`config.mk`:
```
export PLATFORM = sky130hd
export DESIGN_NAME = pulse_pattern_output
export DESIGN_NICKNAME = d
export VERILOG_FILES = /design/src/design/pulse_pattern_pkg.sv /design/src/design/pulse_pattern_output.sv /design/src/design/pattern_group.sv /design/src/design/apb_byte_slave.sv
export SDC_FILE = /design/constraint.sdc
export NUM_CORES = 1
export LEC_CHECK = 0
export BUFFER_PORTS_ARGS = -buffer_cell sky130_fd_sc_hd__clkbuf_2
export CAP_MARGIN = 20
export CORE_ASPECT_RATIO = 1.1
export CORE_MARGIN = 2
export CORE_UTILIZATION = 40
export DETAILED_ROUTE_END_ITERATION = 8
export PLACE_DENSITY = 0.72
export SLEW_MARGIN = 20
export SYNTH_ARGS = -nofsm -noshare
export SYNTH_HDL_FRONTEND = slang
export SYNTH_SLANG_ARGS = --single-unit
```
`constraint.sdc`:
```
create_clock -name clk_i -period 2.05 [get_ports clk_i]
set_clock_uncertainty 0.15 [all_clocks]
set_input_delay 0.205 -clock clk_i [delete_from_list [all_inputs] [get_ports clk_i]]
set_output_delay 0.205 -clock clk_i [all_outputs]
set_load 0.1 [all_outputs]
```
`src/design/pulse_pattern_pkg.sv`:
```
package pulse_pattern_pkg;

	localparam int unsigned GROUPS = 4;
	localparam int unsigned GROUP_W = 4;
	localparam int unsigned TRIG_W = 2;

	// Register indices; byte address is four times the index
	localparam logic [15:0] IDX_TRIGGER_SELECT = 16'hff46;
	localparam logic [15:0] IDX_OUTPUT_MODE = 16'hff47;
	localparam logic [15:0] IDX_ENABLE_UPPER = 16'hff48;
	localparam logic [15:0] IDX_ENABLE_LOWER = 16'hff49;
	localparam logic [15:0] IDX_DATA_UPPER = 16'hff4a;
	localparam logic [15:0] IDX_DATA_LOWER = 16'hff4b;
	localparam logic [15:0] IDX_NEXT_UPPER = 16'hff4c;
	localparam logic [15:0] IDX_NEXT_LOWER = 16'hff4d;
	localparam logic [15:0] IDX_NEXT_UPPER_ALT = 16'hff4e;
	localparam logic [15:0] IDX_NEXT_LOWER_ALT = 16'hff4f;

	localparam logic [7:0] RST_TRIGGER_SELECT = 8'h00;
	localparam logic [7:0] RST_OUTPUT_MODE = 8'hf0;
	localparam logic [7:0] RST_ENABLE = 8'h00;
	localparam logic [7:0] RST_DATA = 8'h00;
	localparam logic [7:0] RST_NEXT = 8'h00;
	localparam logic [3:0] RESERVED_NIBBLE = 4'hf;
	localparam int unsigned MODE_POLARITY_LSB = 4;
	localparam int unsigned MODE_NONOVERLAP_LSB = 0;

	typedef struct packed {
		logic        psel;
		logic        penable;
		logic        pwrite;
		logic [31:0] paddr;
		logic [31:0] pwdata;
	} apb_req_type;

	typedef struct packed {
		logic        pready;
		logic [31:0] prdata;
		logic        pslverr;
	} apb_rsp_type;

	typedef struct packed {
		logic [7:0]  trigger_select_register;
		logic [7:0]  output_mode_register;
		logic [15:0] pattern_enable_bits;
		logic [15:0] pattern_data;
		logic [15:0] pending_pattern;
		logic [15:0] pins;
	} core_state_type;

	function automatic logic [31:0] reg_addr(input logic [15:0] idx);
		reg_addr = {14'h0000, idx, 2'b00};
	endfunction

	// Read view of one next-data byte; primary is the FF4C/FF4D address
	function automatic logic [7:0] next_read(input logic shared, input logic primary,
		input logic [7:0] nd);
		if (shared) begin
			next_read = primary ? nd : 8'hff;
		end else if (primary) begin
			next_read = {nd[7:4], RESERVED_NIBBLE};
		end else begin
			next_read = {RESERVED_NIBBLE, nd[3:0]};
		end
	endfunction

	// Bits of a next-data byte that a write may change
	function automatic logic [7:0] next_wmask(input logic shared, input logic primary);
		if (shared) begin
			next_wmask = primary ? 8'hff : 8'h00;
		end else begin
			next_wmask = primary ? 8'hf0 : 8'h0f;
		end
	endfunction

endpackage

```
`src/design/pulse_pattern_output.sv`:
```
// Added by the designer: the APB register port.
`timescale 1ns/1ps
`default_nettype none
module pulse_pattern_output #(
	parameter int unsigned CHANNELS = 4
) (
	input  wire logic                                 clk_i,
	input  wire logic                                 arst_n_i,
	input  wire logic                                 ce_i,
	input  wire pulse_pattern_pkg::apb_req_type       apb_i,
	output pulse_pattern_pkg::apb_rsp_type            apb_o,
	input  wire logic [CHANNELS-1:0]                  cmp_match_i,
	output logic      [15:0]                          pattern_output_pin_o,
	output logic      [15:0]                          pattern_enable_bits_o
);
	import pulse_pattern_pkg::*;

	if (CHANNELS != GROUPS) begin : g_bad_channels
		$error("CHANNELS must equal the four trigger codes");
	end

	core_state_type state;
	core_state_type next_state;
	logic [7:0]     rd_data;
	logic           rd_hit;
	logic           wr_en;
	logic [GROUPS-1:0] fire;
	logic [15:0]    level;
	logic           shared_upper;
	logic           shared_lower;

	apb_byte_slave u_slave (
		.clk_i     (clk_i),
		.arst_n_i  (arst_n_i),
		.ce_i      (ce_i),
		.apb_i     (apb_i),
		.rd_data_i (rd_data),
		.rd_hit_i  (rd_hit),
		.apb_o     (apb_o),
		.wr_en_o   (wr_en)
	);

	for (genvar g = 0; g < GROUPS; g++) begin : g_group
		pattern_group u_group (
			.trigger_code_i (state.trigger_select_register[TRIG_W*g +: TRIG_W]),
			.cmp_match_i    (cmp_match_i),
			.polarity_i     (state.output_mode_register[MODE_POLARITY_LSB + g]),
			.stored_i       (state.pattern_data[GROUP_W*g +: GROUP_W]),
			.fire_o         (fire[g]),
			.level_o        (level[GROUP_W*g +: GROUP_W])
		);
	end

	// Groups 3/2 and 1/0 share a trigger when their codes match
	always_comb begin
		shared_upper = state.trigger_select_register[7:6] == state.trigger_select_register[5:4];
		shared_lower = state.trigger_select_register[3:2] == state.trigger_select_register[1:0];
	end

	// Read decode, settled during the setup cycle
	always_comb begin
		rd_hit = 1'b1;
		rd_data = 8'h00;
		unique case (apb_i.paddr)
			reg_addr(IDX_TRIGGER_SELECT): rd_data = state.trigger_select_register;
			reg_addr(IDX_OUTPUT_MODE): rd_data = state.output_mode_register;
			reg_addr(IDX_ENABLE_UPPER): rd_data = state.pattern_enable_bits[15:8];
			reg_addr(IDX_ENABLE_LOWER): rd_data = state.pattern_enable_bits[7:0];
			reg_addr(IDX_DATA_UPPER): rd_data = state.pattern_data[15:8];
			reg_addr(IDX_DATA_LOWER): rd_data = state.pattern_data[7:0];
			reg_addr(IDX_NEXT_UPPER): begin
				rd_data = next_read(shared_upper, 1'b1, state.pending_pattern[15:8]);
			end
			reg_addr(IDX_NEXT_UPPER_ALT): begin
				rd_data = next_read(shared_upper, 1'b0, state.pending_pattern[15:8]);
			end
			reg_addr(IDX_NEXT_LOWER): begin
				rd_data = next_read(shared_lower, 1'b1, state.pending_pattern[7:0]);
			end
			reg_addr(IDX_NEXT_LOWER_ALT): begin
				rd_data = next_read(shared_lower, 1'b0, state.pending_pattern[7:0]);
			end
			default: rd_hit = 1'b0;
		endcase
	end

	always_comb begin
		logic [7:0]  wbyte;
		logic [7:0]  mask;
		logic [15:0] en;
		wbyte = apb_i.pwdata[7:0];
		mask = 8'h00;
		next_state = state;
		en = state.pattern_enable_bits;
		if (wr_en) begin
			unique case (apb_i.paddr)
				reg_addr(IDX_TRIGGER_SELECT): next_state.trigger_select_register = wbyte;
				reg_addr(IDX_OUTPUT_MODE): next_state.output_mode_register = wbyte;
				reg_addr(IDX_ENABLE_UPPER): next_state.pattern_enable_bits[15:8] = wbyte;
				reg_addr(IDX_ENABLE_LOWER): next_state.pattern_enable_bits[7:0] = wbyte;
				reg_addr(IDX_DATA_UPPER): begin
					// Enabled bits belong to the generator, not software
					next_state.pattern_data[15:8] =
						(state.pattern_data[15:8] & en[15:8]) | (wbyte & ~en[15:8]);
				end
				reg_addr(IDX_DATA_LOWER): begin
					next_state.pattern_data[7:0] =
						(state.pattern_data[7:0] & en[7:0]) | (wbyte & ~en[7:0]);
				end
				reg_addr(IDX_NEXT_UPPER): begin
					mask = next_wmask(shared_upper, 1'b1);
					next_state.pending_pattern[15:8] =
						(state.pending_pattern[15:8] & ~mask) | (wbyte & mask);
				end
				reg_addr(IDX_NEXT_UPPER_ALT): begin
					mask = next_wmask(shared_upper, 1'b0);
					next_state.pending_pattern[15:8] =
						(state.pending_pattern[15:8] & ~mask) | (wbyte & mask);
				end
				reg_addr(IDX_NEXT_LOWER): begin
					mask = next_wmask(shared_lower, 1'b1);
					next_state.pending_pattern[7:0] =
						(state.pending_pattern[7:0] & ~mask) | (wbyte & mask);
				end
				reg_addr(IDX_NEXT_LOWER_ALT): begin
					mask = next_wmask(shared_lower, 1'b0);
					next_state.pending_pattern[7:0] =
						(state.pending_pattern[7:0] & ~mask) | (wbyte & mask);
				end
				default: begin
				end
			endcase
		end
		// Trigger load touches only enabled bits, which software cannot write,
		// so the two never collide on one bit
		for (int g = 0; g < GROUPS; g++) begin
			if (fire[g]) begin
				next_state.pattern_data[GROUP_W*g +: GROUP_W] =
					(state.pending_pattern[GROUP_W*g +: GROUP_W] & en[GROUP_W*g +: GROUP_W]) |
					(next_state.pattern_data[GROUP_W*g +: GROUP_W] &
					~en[GROUP_W*g +: GROUP_W]);
			end
		end
		next_state.pins = level;
	end

	always_ff @(posedge clk_i or negedge arst_n_i) begin
		if (!arst_n_i) begin
			state.trigger_select_register <= RST_TRIGGER_SELECT;
			state.output_mode_register <= RST_OUTPUT_MODE;
			state.pattern_enable_bits <= {RST_ENABLE, RST_ENABLE};
			state.pattern_data <= {RST_DATA, RST_DATA};
			state.pending_pattern <= {RST_NEXT, RST_NEXT};
			// Pins idle at the level a zero store gives under direct polarity
			state.pins <= 16'h0000;
		end else if (ce_i) begin
			state <= next_state;
		end
	end

	always_comb begin
		pattern_output_pin_o = state.pins;
		pattern_enable_bits_o = state.pattern_enable_bits;
	end

endmodule
`default_nettype wire

```
`src/design/pattern_group.sv`:
```
`timescale 1ns/1ps
`default_nettype none
module pattern_group (
	input  wire logic [pulse_pattern_pkg::TRIG_W-1:0]  trigger_code_i,
	input  wire logic [pulse_pattern_pkg::GROUPS-1:0]  cmp_match_i,
	input  wire logic                                  polarity_i,
	input  wire logic [pulse_pattern_pkg::GROUP_W-1:0] stored_i,
	output logic                                       fire_o,
	output logic      [pulse_pattern_pkg::GROUP_W-1:0] level_o
);
	import pulse_pattern_pkg::*;

	always_comb begin
		fire_o = cmp_match_i[trigger_code_i];
		level_o = polarity_i ? stored_i : ~stored_i;
	end

endmodule
`default_nettype wire

```
`src/design/apb_byte_slave.sv`:
```
`timescale 1ns/1ps
`default_nettype none
module apb_byte_slave (
	input  wire logic                           clk_i,
	input  wire logic                           arst_n_i,
	input  wire logic                           ce_i,
	input  wire pulse_pattern_pkg::apb_req_type apb_i,
	input  wire logic [7:0]                     rd_data_i,
	input  wire logic                           rd_hit_i,
	output pulse_pattern_pkg::apb_rsp_type      apb_o,
	output logic                                wr_en_o
);
	import pulse_pattern_pkg::*;

	typedef struct packed {
		logic [7:0] rdata;
		logic       err;
	} slave_state_type;

	slave_state_type state;
	slave_state_type next_state;
	logic            access;

	// Read data is caught in the setup cycle so prdata comes from a flop
	always_comb begin
		next_state = state;
		access = apb_i.psel & apb_i.penable & ce_i;
		if (apb_i.psel & ~apb_i.penable) begin
			next_state.rdata = apb_i.pwrite ? 8'h00 : rd_data_i;
			next_state.err = ~rd_hit_i;
		end
		wr_en_o = access & apb_i.pwrite & ~state.err;
		apb_o.pready = access;
		apb_o.prdata = {24'h000000, state.rdata};
		apb_o.pslverr = access & state.err;
	end

	always_ff @(posedge clk_i or negedge arst_n_i) begin
		if (!arst_n_i) begin
			state <= '0;
		end else if (ce_i) begin
			state <= next_state;
		end
	end

endmodule
`default_nettype wire

```
==> summary.txt <==
STA
  – Slew @ Worst Pin: 0.549 ns
  – Sum Neg Setup Slack: -2.12 ns
  – Final Hold Vio Count: 0
  – RSZ-0062 raised after global routing: yes
  – Minimum hold slack: 0.0275 ns
  – Final Setup Violations: 43
  – Fmax: 464 MHz
  – Relative slew slack: about 64%
  – Final WS setup: -0.106 ns
  – Fin. max-slew vios: 0
  – Final period utilization: 105%
  – Min Clock Period, post-route: 2.16 ns

Hold path
  – Hold Crit Class: input pin to register
  – Worst hold path stage count: 2
  – Hold Path Origin: apb_i[2]
  – WHS Endpoint: state[66]

Clocking
  – H-tree depth: 3
  – CTS tree: built
  – Clock Path Buffers: 2
  – Clock Root Buffer: clkbuf_16
  – Clock transition at path regs: ~0.06 ns
  – Worst skew pair latency: 0.35 ns
  – Inserted Clock Buffers: 9
  – # clock sinks: 89

Place
  – Hpwl dp: roughly 12000 um
  – Port Buffers: 91
  – Placer's final routability congestion estimate: 0.861
  – Placed Cells: roughly 800

Setup path
  – Max incr delay on CP: 0.54 ns
  – Reg-to-reg startpoint: state[76]
  – Worst reg2reg setup slack: around 0.04 ns
  – Delay-heaviest family, CP: simple AND/OR/NAND/NOR gates
  – CP required: 2.18 ns
  – Critical Path Start Type: input pin
  – CP max stage cell: or4_4
  – Critical path type: input pin to register
  – Worst Setup End Kind: register
  – CP arrival: 2.28 ns
  – Maximum net fanout on the critical path: 4
  – Cell breakdown of the critical path: clkbuf_2 -> or4_4 -> nor4_4 -> and2_4 -> buf_4 -> and3_1 -> ha_1 -> nand2_1 -> nor3_2 -> nand3_2 -> o2bb2ai_1
  – WP buf/inv: 2
  – Worst R2R Path Depth: 8

Power
  – Sequential share of power: 45.8%
  – Leak Pwr: 3.04 nW
  – Max IR drop VDD: approximately 0.00038 V
  – Clock share of power: between 40% and 50%
  – Power Density: 553 nW/um2
  – Net switching power: 1.10 mW
  – Switching Fraction: 28.7%
  – Total power: 3.83 mW
  – Combinational share of power: 13.4%
  – Int Pwr: roughly 2.7 mW

Finish
  – Final cell count without fillers: 824
  – Share of layout cells above drive strength 1: 43.2%
  – Layout area overhead: 25.2%
  – NumNets Final: 707
  – Fillcell total: 1231
  – Diode count: 0

Logic synthesis
  – Yosys top cell by area: dfrtp_1
  – Most common cell in the netlist: dfrtp_1
  – Synth warn: 0
  – Synth top area cells: dfrtp_1 38%, mux2_2 10%, buf_4 8.8%
  – Seq/Total Area, Yosys: 40.3%
  – Synth Register Bits: just under 90
  – Post-synth top flop: dfrtp_1
  – Synth async-reset ratio: 100%
  – Post-Syn Area per Cell: about 10 um2
  – Synth top cells by count: 85 x dfrtp_1, 65 x buf_4, 49 x mux2_2
  – Synthesized cell area: around 5500 um2
  – Number of synthesized flops with an enable pin: 0
  – Synth Instances: 539
  – Synth unique cells: 52
  – Yosys top cell area share: 38.4%

Global routing
  – Total Routing Usage GR: between 20 and 25%
  – Initial antenna violation count: 0
  – Vias in the first global route: 4496
  – Global route total overflow: 0
  – Global-route wire length before repair: 24400 um
  – Largest net degree at the start of global routing: between 40 and 50

Floorplanning
  – Core area: 13700 um2
  – Initial core utilization: 40.5%
  – Die X: 116 um
  – # rows: 45
  – I/O pins: 140
  – Die Span Y: approximately 130 um
  – Die area: 14800 um2

Drt
  – Via Count: 4662
  – Routed length on met2: 8160 um
  – WL/cell: 19.6 um
  – Vias per cell: between 5 and 6
  – Metal1 wirelength: 6670 um
  – Drt drc: 0
  – DRT Wirelength: 16200 um
  – Top Metal Used: met4
  – DR iter-0 viols: 296
  – WL met3: 935 um
  – Post-DRT Antenna Nets: 0
  – DRT Pass-1 Iters: 8

Job
  – Max-cap violations: 0

Run status
  – Failing checks: negative setup slack
  – Status: finished, violations left
==> power by group through the flow <==
stage | clock network, mW | registers, mW | logic [mW]
6_report | 1.57 | 1.76 | 0.512
5_1_grt | 1.67 | 1.75 | 0.537
4_1_cts | 1.59 | 1.76 | 0.504
3_5_place_dp | 0 | 1.79 | 0.501
3_3_place_gp | 0 | 1.79 | 0.494
2_1_floorplan | 0 | 1.79 | 0.352
==> worst max path at each step <==
stage / startpoint / to / slack (ns) / cells after the start
floorplan: apb_i[52] / register / -0.46 / 10
global placement: apb_i[52] / register / -0.49 / 10
detailed placement: apb_i[52] / register / -0.52 / 10
CTS: apb_i[61] / register / -0.13 / 10
global route: apb_i[57] / register / -0.22 / 11
finish: apb_i[57] / register / -0.11 / 11
==> what timing repair did <==
item,CTS,global route
pin swaps,17,12
gates resized for setup,10,68
hold endpoints to repair,32,0
gates cloned,0,1
buffers inserted,1,4
hold buffers,1,0
setup endpoints to repair,41,60
==> per-stage QoR <==
step	utilization [%]	instance area (um2)	worst slack, ns
floorplan	-	5760	-0.458
detailed placement	46.4	6340	-0.519
CTS	48.7	6670	-0.134
global route	50.7	6930	-0.216
finish	50.7	6930	-0.106
global placement	46.4	6340	-0.487
==> cells by family (layout without fill, tap and decap cells) <==
| kind of cell | count (synthesis) | in the layout | synth area share, % |
|---|---|---|---|
| buffers and inverters | 121 | 195 | 12.6 |
| and+or+nand+nor | 110 | 110 | 12.2 |
| DFF | 89 | 89 | 40.3 |
| other | 1 | 24 | 0.0677 |
| AOI/OAI and AO/OA | 122 | 122 | 14.9 |
| xor gates and xnor gates | 24 | 24 | 3.79 |
| muxes | 70 | 70 | 15.6 |
| adders and majority gates | 2 | 2 | 0.452 |
==> routing by layer <==
layer | global-route usage, % | up-vias
li1 | - | 2091
met1 | 27.7 | 2370
met2 | 36.0 | 173
met3 | 4.51 | 28
met4 | 8.54 | 0
met5 | 0 | -
==> cell usage in the layout (no fill, tap or decap), types with 5 or more instances in the layout <==
| cell | netlist | layout |
|---|---|---|
| nand2_1 | 17 | 15 |
| xnor2_1 | 22 | 22 |
| buf_4 | 65 | 46 |
| conb_1 | 1 | 24 |
| a21oi_1 | 9 | 9 |
| clkbuf_2 | 0 | 88 |
| o21ai_1 | 0 | 10 |
| dfrtp_1 | 85 | 85 |
| nor2_1 | 11 | 10 |
| a31oi_1 | 33 | 33 |
| mux2_4 | 0 | 18 |
| mux4_2 | 8 | 8 |
| o311ai_1 | 0 | 6 |
| nand2b_1 | 16 | 16 |
| o2bb2ai_1 | 8 | 5 |
| o311ai_2 | 0 | 7 |
| mux2i_1 | 11 | 11 |
| buf_12 | 0 | 7 |
| o21ai_0 | 28 | 11 |
| nand4_1 | 5 | 5 |
| a22oi_1 | 8 | 7 |
| o21ai_2 | 0 | 7 |
| mux2_2 | 49 | 33 |
| clkbuf_16 | 0 | 9 |
| buf_6 | 0 | 6 |
| nand3_1 | 21 | 16 |
| inv_1 | 30 | 29 |
==> layout make-up <==
class	instances	area [um2]	share of cell area (%)
repair buffers	149	1020	14.7
clock inverters	2	13.8	0.198
well taps	188	235	3.39
flip-flops and latches	89	2230	32.2
clock buffers	14	254	3.66
inverters	30	113	1.62
multi-input cells	352	3070	44.2
Power figures use the tool's default switching activity.
